==> src/hdl/adc_port_defs.svh <==
// Constants of the byte-wide converter host port: field positions,
// reset values and counts. Assumes inclusion by the port's modules only.
//
// Behaviour
// - High-byte select chooses upper two or lower eight.
// - Two lowest lines carry bits 1:0 or 9:8.
// - Done output goes low when result ready.
// - Read strobe fall with select low drives data.
// - Internal mode: write rise latches config, starts acquisition.
// - External mode: second write rise starts the conversion.
// - Chip select high floats done and data.
// - Read strobe fall returns done output high.
// - Write rise tracks; external mode next rise holds.
// - Internal mode holds on fourth clock fall.
`ifndef ADC_PORT_DEFS_SVH
`define ADC_PORT_DEFS_SVH

`define RESULT_W        10
`define BYTE_W          8
`define CFG_ACQ_BIT     5
`define ACQ_FALL_EDGES  3'h4
`define OSC_DIV_DEFAULT 8'h05
`define CFG_RESET       8'h00
`define RESULT_RESET    10'h000
`define SYNC_W          13
`define SYNC_RESET      13'h0700

`endif

==> src/hdl/adc_port_pkg.sv <==
// Types shared by the converter host port.
// Assumes the constants header is compiled alongside.
package adc_port_pkg;

    // Phase of the acquisition and conversion sequence.
    typedef enum {ST_IDLE, ST_TRACK_INT, ST_TRACK_EXT, ST_CONVERT} phase_t;

    // Whole registered state of the port.
    typedef struct packed {
        phase_t      phase;
        logic [2:0]  fall_cnt;
        logic [7:0]  osc_cnt;
        logic [7:0]  cfg;
        logic [9:0]  result;
        logic        done_n;
        logic [7:0]  data_out;
        logic        data_oe;
        logic        done_oe;
        logic        hold;
        logic        conv_start;
        logic        wr_d;
        logic        rd_d;
        logic        clk_d;
    } port_state_t;

endpackage

==> src/hdl/adc_byte_wide_host_port.sv <==
// Byte-wide parallel host port of a 10-bit converter: configuration
// write, acquisition timing, result readout and completion flag.
// Assumes all host pins are asynchronous and the conversion core gives a
// one-cycle done pulse with its result on the same cycle.
`timescale 1ns/1ps
`include "adc_port_defs.svh"

module adc_byte_wide_host_port #(
    parameter logic [7:0] OSC_DIV = `OSC_DIV_DEFAULT
) (
    input  wire logic        ref_clk,
    input  wire logic        rst,
    input  wire logic        cs_n,
    input  wire logic        rd_n,
    input  wire logic        wr_n,
    input  wire logic        high_byte_select,
    input  wire logic [7:0]  data_bus_lines_in,
    input  wire logic        conv_clk_pin,
    input  wire logic        ext_clk_mode,
    input  wire logic        core_done,
    input  wire logic [9:0]  core_result,
    output logic      [7:0]  data_bus_lines_out,
    output logic             data_bus_lines_oe,
    output logic             conv_done_n_out,
    output logic             conv_done_n_oe,
    output logic             track_hold,
    output logic             conv_start,
    output logic      [7:0]  config_byte
);

    adc_port_pkg::port_state_t st_r;
    adc_port_pkg::port_state_t st_nxt;
    logic [`SYNC_W-1:0]        sync_q;
    logic                      cs_s;
    logic                      rd_s;
    logic                      wr_s;
    logic                      hb_s;
    logic                      clk_s;
    logic [7:0]                data_s;

    // Host pins are asynchronous, so all but ext_clk_mode pass two flops first.
    pin_sync #(
        .WIDTH   (`SYNC_W),
        .RST_VAL (`SYNC_RESET)
    ) u_sync (
        .ref_clk      (ref_clk),
        .rst          (rst),
        .pin_in       ({conv_clk_pin, high_byte_select, wr_n, rd_n, cs_n,
                        data_bus_lines_in}),
        .pin_sync_out (sync_q)
    );

    assign {clk_s, hb_s, wr_s, rd_s, cs_s, data_s} = sync_q;

    // Next-state logic. The data byte and write strobe share the same
    // synchroniser delay, so the byte is taken with the strobe's rise;
    // the host must hold data valid a few cycles past the rise.
    always_comb
    begin
        logic fall_ev;
        logic osc_tick;
        logic wr_rise;
        logic rd_fall;
        fall_ev  = 1'b0;
        osc_tick = 1'b0;
        wr_rise  = 1'b0;
        rd_fall  = 1'b0;
        st_nxt   = st_r;
        st_nxt.conv_start = 1'b0;
        st_nxt.wr_d  = wr_s;
        st_nxt.rd_d  = rd_s;
        st_nxt.clk_d = clk_s;

        // Internal oscillator stands in for the on-chip clock.
        osc_tick = (st_r.osc_cnt == OSC_DIV - 8'h01);
        st_nxt.osc_cnt = osc_tick ? 8'h00 : st_r.osc_cnt + 8'h01;

        // External mode relies on the host clocking the pin.
        fall_ev = ext_clk_mode ? (st_r.clk_d & ~clk_s) : osc_tick;
        wr_rise = ~st_r.wr_d & wr_s & ~cs_s;
        rd_fall = st_r.rd_d & ~rd_s & ~cs_s;

        // A read strobe fall clears the completion flag.
        if (rd_fall)
            st_nxt.done_n = 1'b1;

        case (st_r.phase)
            adc_port_pkg::ST_IDLE:
            begin
                if (wr_rise)
                begin
                    st_nxt.cfg      = data_s;
                    st_nxt.hold     = 1'b0;
                    st_nxt.fall_cnt = 3'h0;
                    if (data_s[`CFG_ACQ_BIT])
                        st_nxt.phase = adc_port_pkg::ST_TRACK_EXT;
                    else
                        st_nxt.phase = adc_port_pkg::ST_TRACK_INT;
                end
            end
            adc_port_pkg::ST_TRACK_INT:
            begin
                // Hold comes on the fourth falling clock edge.
                if (fall_ev)
                begin
                    st_nxt.fall_cnt = st_r.fall_cnt + 3'h1;
                    if (st_r.fall_cnt + 3'h1 == `ACQ_FALL_EDGES)
                    begin
                        st_nxt.hold       = 1'b1;
                        st_nxt.conv_start = 1'b1;
                        st_nxt.phase      = adc_port_pkg::ST_CONVERT;
                    end
                end
            end
            adc_port_pkg::ST_TRACK_EXT:
            begin
                // The next write rise ends acquisition.
                if (wr_rise)
                begin
                    st_nxt.hold       = 1'b1;
                    st_nxt.conv_start = 1'b1;
                    st_nxt.phase      = adc_port_pkg::ST_CONVERT;
                end
            end
            adc_port_pkg::ST_CONVERT:
            begin
                // Writes are ignored while the core converts. The done set
                // is placed after the read clear so that it wins.
                if (core_done)
                begin
                    st_nxt.result = core_result;
                    st_nxt.done_n = 1'b0;
                    st_nxt.phase  = adc_port_pkg::ST_IDLE;
                end
            end
            default:
                st_nxt.phase = adc_port_pkg::ST_IDLE;
        endcase

        // Drive the data bus only while selected and reading; drive done while selected.
        st_nxt.data_oe = ~cs_s & ~rd_s;
        st_nxt.done_oe = ~cs_s;
        // Upper two bits land on the two lowest lines.
        if (hb_s)
            st_nxt.data_out = {6'h00, st_r.result[9:8]};
        else
            st_nxt.data_out = st_r.result[7:0];
    end

    // State register with synchronous reset.
    always_ff @(posedge ref_clk)
    begin
        if (rst)
        begin
            st_r            <= '0;
            st_r.phase      <= adc_port_pkg::ST_IDLE;
            st_r.cfg        <= `CFG_RESET;
            st_r.result     <= `RESULT_RESET;
            st_r.done_n     <= 1'b1;
            st_r.wr_d       <= 1'b1;
            st_r.rd_d       <= 1'b1;
        end
        else
            st_r <= st_nxt;
    end

    assign data_bus_lines_out = st_r.data_out;
    assign data_bus_lines_oe  = st_r.data_oe;
    assign conv_done_n_out    = st_r.done_n;
    assign conv_done_n_oe     = st_r.done_oe;
    assign track_hold         = st_r.hold;
    assign conv_start         = st_r.conv_start;
    assign config_byte        = st_r.cfg;
endmodule // adc_byte_wide_host_port

==> src/hdl/pin_sync.sv <==
// Two-flop synchroniser for a group of asynchronous pins.
// Assumes every bit is independent; no bit is sampled coherently.
`timescale 1ns/1ps

module pin_sync #(
    parameter int          WIDTH   = 13,
    parameter logic [12:0] RST_VAL = 13'h0700
) (
    input  wire logic             ref_clk,
    input  wire logic             rst,
    input  wire logic [WIDTH-1:0] pin_in,
    output logic      [WIDTH-1:0] pin_sync_out
);

    // One pair of flops per pin; only the second flop is read outside.
    for (genvar i = 0; i < WIDTH; i++)
    begin : g_bit
        logic [1:0] stage_r;
        always_ff @(posedge ref_clk)
        begin
            if (rst)
                stage_r <= {2{RST_VAL[i]}};
            else
                stage_r <= {stage_r[0], pin_in[i]};
        end
        assign pin_sync_out[i] = stage_r[1];
    end

endmodule // pin_sync

==> config.mk <==
export PLATFORM = sky130hd
export DESIGN_NAME = adc_byte_wide_host_port
export DESIGN_NICKNAME = d
export VERILOG_FILES = /design/src/hdl/adc_port_pkg.sv /design/src/hdl/adc_byte_wide_host_port.sv /design/src/hdl/pin_sync.sv
export VERILOG_INCLUDE_DIRS = /design/src /design/src/hdl
export SDC_FILE = /design/constraint.sdc
export NUM_CORES = 1
export LEC_CHECK = 0
export BUFFER_PORTS_ARGS = -buffer_cell sky130_fd_sc_hd__buf_2
export CORE_ASPECT_RATIO = 1.2
export CORE_MARGIN = 2
export CORE_UTILIZATION = 58
export CTS_CLUSTER_SIZE = 10
export DETAILED_ROUTE_END_ITERATION = 8
export PLACE_DENSITY = 0.83
export SYNTH_ARGS = -nofsm -noshare
export SYNTH_HDL_FRONTEND = slang
export SYNTH_SLANG_ARGS = --single-unit
export TNS_END_PERCENT = 1
==> constraint.sdc <==
create_clock -name ref_clk -period 5.9 [get_ports ref_clk]
set_clock_uncertainty 0.2 [all_clocks]
set_input_delay 1.18 -clock ref_clk [delete_from_list [all_inputs] [get_ports ref_clk]]
set_output_delay 1.18 -clock ref_clk [all_outputs]
set_load 0.01 [all_outputs]
==> metrics.yaml, run 1 <==
status: "finished clean"
fmax_mhz: 345
die_y_microns: 78.1
cts_setup_buffers: 0
clk_latency_ns: 0.34
clockBufferDepth: 2
layout_setup_ws_ns: 3.00
yosysSeqAreaShare: 0.551
die_w_microns: 65.7
worst_hold_slack_ns: 0.212
fin_area_sq_mm: 0.00303
nets: 348
slew_headroom: 0.384
worst-slew-pin-transition_ns: 0.917
wl_mm: 4.36
drt_iter0_markers: 123
routedWlPerCell_microns: 11.7
postSynth.asyncResetShare: 0
ctsHoldBuffers: 0
ys.flop_type: "dfxtp_1"
htree_num_levels: 3
area_growth_syn_to_layout_pct: 14.2
crit_type: "primary input to flop"
synth_nets: 313
io-pin-count: 48
grt.overflow.total: 0
postLayoutCoreUtil: 0.700
syn-cell-area_sq_mm: 0.00265
hpwl_mm: 2.83
cts_resized: 0
place_inst: 357
total_power_mw: 1.01
drt-vias-per-instance: 4.86
arrival_ns: 2.95
cp_slowest_cell: "or4_1"
min_from: "u_sync.g_bit[10].stage_r[0]$_SDFF_PP1_"
drv_cap: 0
endpoint_kind: "flop"
setup-violations-final: 0
hold_violations: 0
antenna_found_initial: 0
crit_chain: "buf_2, or4_4, a221o_1, or4_1, a21oi_1"
startpoint: "ext_clk_mode"
crit_required_ns: 5.96
place_congestion: 0.751
rsz0062_at_grt: "false"
synth.top_cell.area_share: 0.551
synth-seq-cells: 73
synth_top_cells_by_count: "73 x dfxtp_1, 41 x nand2_1, 24 x a21oi_1, 22 x nor2b_1"
grt_pass1_wl_mm: 7.20
ir_drop_v: 0.000240
diodes: 0
ant_nets: 0
cts_root_buffer: "clkbuf_8"
yosysTopAreaCell: "dfxtp_1"
layout-drive-gt1-share: 0.243
cts_sinks: 73
synth_cells: 277
critical-path-max-stage-delay_ns: 0.54
synth_area_leaders: "dfxtp_1 55%, nand2_1 5.8%, nor2b_1 5.2%"
start_util: 0.613
placed_cell_area_sq_mm: 0.00282
portBuffers: 47
coreArea_sq_mm: 0.00433
path_clk_slew_ns: 0.07
syn_avg_cell_area_sq_um: 9.58
post-place-ws_ns: 2.73
die_area_sq_mm: 0.00513
synth_edf_count: 0
drc_errors: 0
fin_tns_setup_ns: 0
cts_tree: "done"
cts_made_buffers: 9
startpoint_type: "primary input"
power_density_mw_per_mm2: 333
hp-class: "flop to flop"
critPathMaxFanout: 6
final_cells: 373
dr.pass1.iters: 4
first_global_vias: 1710
yosys_warnings: 0
crit_family: "simple AND/OR/NAND/NOR gates"
grt_start_max_net_pins: 59
track_usage: 0.186
crit_buf_inv: 1
period_share: 0.491
fp-row-count: 26
fin_crit_ns: 2.90
r2r_start: "st_r[36]$_SDFF_PP0_"
via_count: 1811
synthDistinctLibCells: 35
synth.most_common_cell: "dfxtp_1"
maxSlewViolCount: 0
power_leakage_nw: 1.28
cells in the final DEF, fill, tap and decap left out, drive strengths merged, types with 9 or more instances in the layout:
| master | netlist | routed |
|---|---|---|
| ha | 9 | 9 |
| clkbuf | 7 | 13 |
| nand2 | 41 | 41 |
| nor2 | 16 | 16 |
| a21oi | 24 | 24 |
| nor2b | 22 | 22 |
| or2 | 9 | 9 |
| inv | 8 | 9 |
| buf | 17 | 48 |
| dfxtp | 73 | 73 |
| and2 | 9 | 9 |
flip-flops by register name (all words and copies together) (netlist names):
register	count
conv_start	1
config_byte	8
data_bus_lines_oe	1
u_sync.g_bit.stage_r	26
conv_done_n_out	1
conv_done_n_oe	1
data_bus_lines_out	8
st_r	26
track_hold	1
cell families (layout without fill, tap and decap cells):
kind of cell	count (synthesis)	in the layout	synth area share
AND/OR/NAND/NOR	117	117	0.226
adder cells (fa/ha/maj)	9	9	0.0425
multiplexers	2	2	0.00755
XOR/XNOR	7	7	0.0231
flip-flops	73	73	0.551
AO/OA/AOI/OAI	37	37	0.0816
buffers and inverters	32	72	0.0679
metal layers:
layer,vias up,global-route usage,part of all wire
met3,6,0.0602,0.055
met5,-,0,0
met4,0,0.106,0.018
met2,45,0.322,0.50
li1,948,-,-
met1,812,0.194,0.43
final timing paths:
path | depth (start not counted) | to | slack (ns)
worst max-delay path | 5 | st_r[46]$_SDFFE_PP0P_ | 3.00
worst min-delay path | 1 | u_sync.g_bit[10].stage_r[1]$_SDFF_PP1_ | 0.21
worst max register to register | 5 | st_r[46]$_SDFFE_PP0P_ | 3.07
worst min register to register | 1 | u_sync.g_bit[10].stage_r[1]$_SDFF_PP1_ | 0.21
final cells by class:
cell class | instances | area (sq um)
well taps | 56 | 70.1
inverters | 8 | 30.0
clock inverters | 3 | 46.3
clock buffers | 13 | 169
fillers | 330 | 1300
repair buffers | 48 | 243
flip-flops and latches | 73 | 1460
multi-input cells | 172 | 1010
power breakdown:
group | total (mW) | internal (mW) | switching [mW] | leakage [nW]
clock network | 0.407 | 0.232 | 0.175 | 0.106
registers | 0.521 | 0.509 | 0.0113 | 0.595
logic | 0.0811 | 0.0374 | 0.0437 | 0.583
Note: power is estimated with default switching activity, not from simulation.
==> run 2: changes to the inputs <==
- CORE_UTILIZATION: 58 -> 54
- PLACE_DENSITY: 0.83 -> 0.78
- clock period: 5.9 -> 3 ns (I/O delays scaled with it)
==> metrics.yaml, run 2 (synthesis results as in run 1) <==
place_congestion: 0.768
rrSetupSlack_ns: 0.24
fin_area_sq_mm: 0.00303
crit_type: "flop to flop"
layout_common_cells: "73 x dfxtp_1, 47 x buf_2, 41 x nand2_1"
arrival_ns: 2.84
layout-drive-gt1-share: 0.248
diodes: 0
crit_required_ns: 3.08
io-pin-count: 48
worst-slew-pin-transition_ns: 0.484
hold_depth: 1
period_share: 0.921
endpoint_kind: "flop"
wl_mm: 4.25
die_y_microns: 80.8
grt.overflow.total: 0
crit_family: "simple AND/OR/NAND/NOR gates"
cp_slowest_cell: "or4b_1"
nets: 350
cts_tree: "done"
ant_nets: 0
final_common_cell: "dfxtp_1"
ff_latch_area_sq_mm: 0.00146
first_global_vias: 1648
power_density_mw_per_mm2: 638
cts_resized: 0
place_inst: 361
routedWlPerCell_microns: 11.3
final_cells: 377
area_growth_syn_to_layout_pct: 14.2
hp-class: "flop to flop"
worst_hold_slack_ns: 0.210
rsz0062_at_grt: "false"
drt_iter0_markers: 84
portBuffers: 47
crit_chain: "or4b_1, or4_4, a221o_1, or4_1, a21oi_1"
multi_input_area_sq_mm: 0.00101
min_from: "u_sync.g_bit[8].stage_r[0]$_SDFF_PP1_"
holdPathEnd: "u_sync.g_bit[8].stage_r[1]$_SDFF_PP1_"
critical-path-max-stage-delay_ns: 0.54
post-place-ws_ns: 0.294
r2r_end: "st_r[45]$_SDFFE_PP0P_"
die_area_sq_mm: 0.00549
maxSlewViolCount: 0
track_usage: 0.176
r2r_cells: 5
r2r_start: "st_r[38]$_SDFF_PP0_"
cts_made_buffers: 9
drt-vias-per-instance: 4.79
cts_setup_buffers: 0
grt_pass1_wl_mm: 7.07
coreArea_sq_mm: 0.00466
grt_start_max_net_pins: 29
ctsHoldBuffers: 0
drv_cap: 0
fillers: 401
fin_crit_ns: 2.76
power_leakage_nw: 1.28
crit_buf_inv: 0
reg_top3: "st_r: 26 flops, u_sync.g_bit.stage_r: 26 flops"
fin_tns_setup_ns: 0
cts_sinks: 73
cts_root_buffer: "clkbuf_8"
dr.pass1.iters: 4
placed_cell_area_sq_mm: 0.00283
critPathMaxFanout: 6
hpwl_mm: 2.94
htree_num_levels: 3
hold_violations: 0
drc_errors: 0
clockBufferDepth: 2
die_w_microns: 68.0
startpoint_type: "flop"
fp-row-count: 27
clk_latency_ns: 0.34
slew_headroom: 0.676
fmax_mhz: 362
via_count: 1806
start_util: 0.569
layout_setup_ws_ns: 0.238
antenna_found_initial: 0
path_clk_slew_ns: 0.07
setup-violations-final: 0
ir_drop_v: 0.000407
status: "finished clean"
[run 2: cell count changes in the layout (fill, tap and decap cells not counted)]
cell	delta
buf_4	+2
clkbuf_8	-2
clkinv_2	+2
clkinvlp_4	+1
inv_6	-1
[run 2: power by group]
| group | switching [mW] | internal (mW) | total [mW] | leakage [nW] |
|---|---|---|---|---|
| clock | 0.342 | 0.404 | 0.745 | 0.0953 |
| sequential | 0.0214 | 1.00 | 1.02 | 0.595 |
| combinational | 0.0885 | 0.0756 | 0.164 | 0.593 |
[run 2: metal layers]
metal  track usage  vias to the layer above  wire length (microns)  share of wire
li1              -                      956                      -              -
met1         0.205                      795                   1890           0.45
met2         0.281                       44                   2000           0.47
met3        0.0499                       11                    234          0.055
met4         0.110                        0                    112          0.026
met5             0                        -                      0              0
[run 2: per-stage QoR]
| stage | power (mW) | util |
|---|---|---|
| after floorplan | 1.15 | - |
| after global placement | 1.20 | 0.608 |
| after detailed placement | 1.21 | 0.608 |
| after CTS | 1.95 | 0.650 |
| after global routing | 2.02 | 0.650 |
| final | 1.93 | 0.650 |
[run 2: worst max-delay path by stage]
stage,slack [ns],start,end,depth (start not counted)
global route,0.12,st_r[36]$_SDFF_PP0_,st_r[45]$_SDFFE_PP0P_,5
global placement,0.32,st_r[38]$_SDFF_PP0_,st_r[46]$_SDFFE_PP0P_,5
detailed placement,0.29,st_r[38]$_SDFF_PP0_,st_r[45]$_SDFFE_PP0P_,5
CTS,0.23,st_r[38]$_SDFF_PP0_,st_r[45]$_SDFFE_PP0P_,5
floorplan,0.37,st_r[38]$_SDFF_PP0_,st_r[45]$_SDFFE_PP0P_,5
finish,0.24,st_r[38]$_SDFF_PP0_,st_r[45]$_SDFFE_PP0P_,5
[run 2: final cells by class]
class	instances	area share
Clock inverter	5	0.0182
Clock buffer	11	0.0467
Multi-Input combinational cell	172	0.334
Timing Repair Buffer	50	0.0851
Tap cell	58	0.0240
Inverter	8	0.00991
Sequential cell	73	0.482
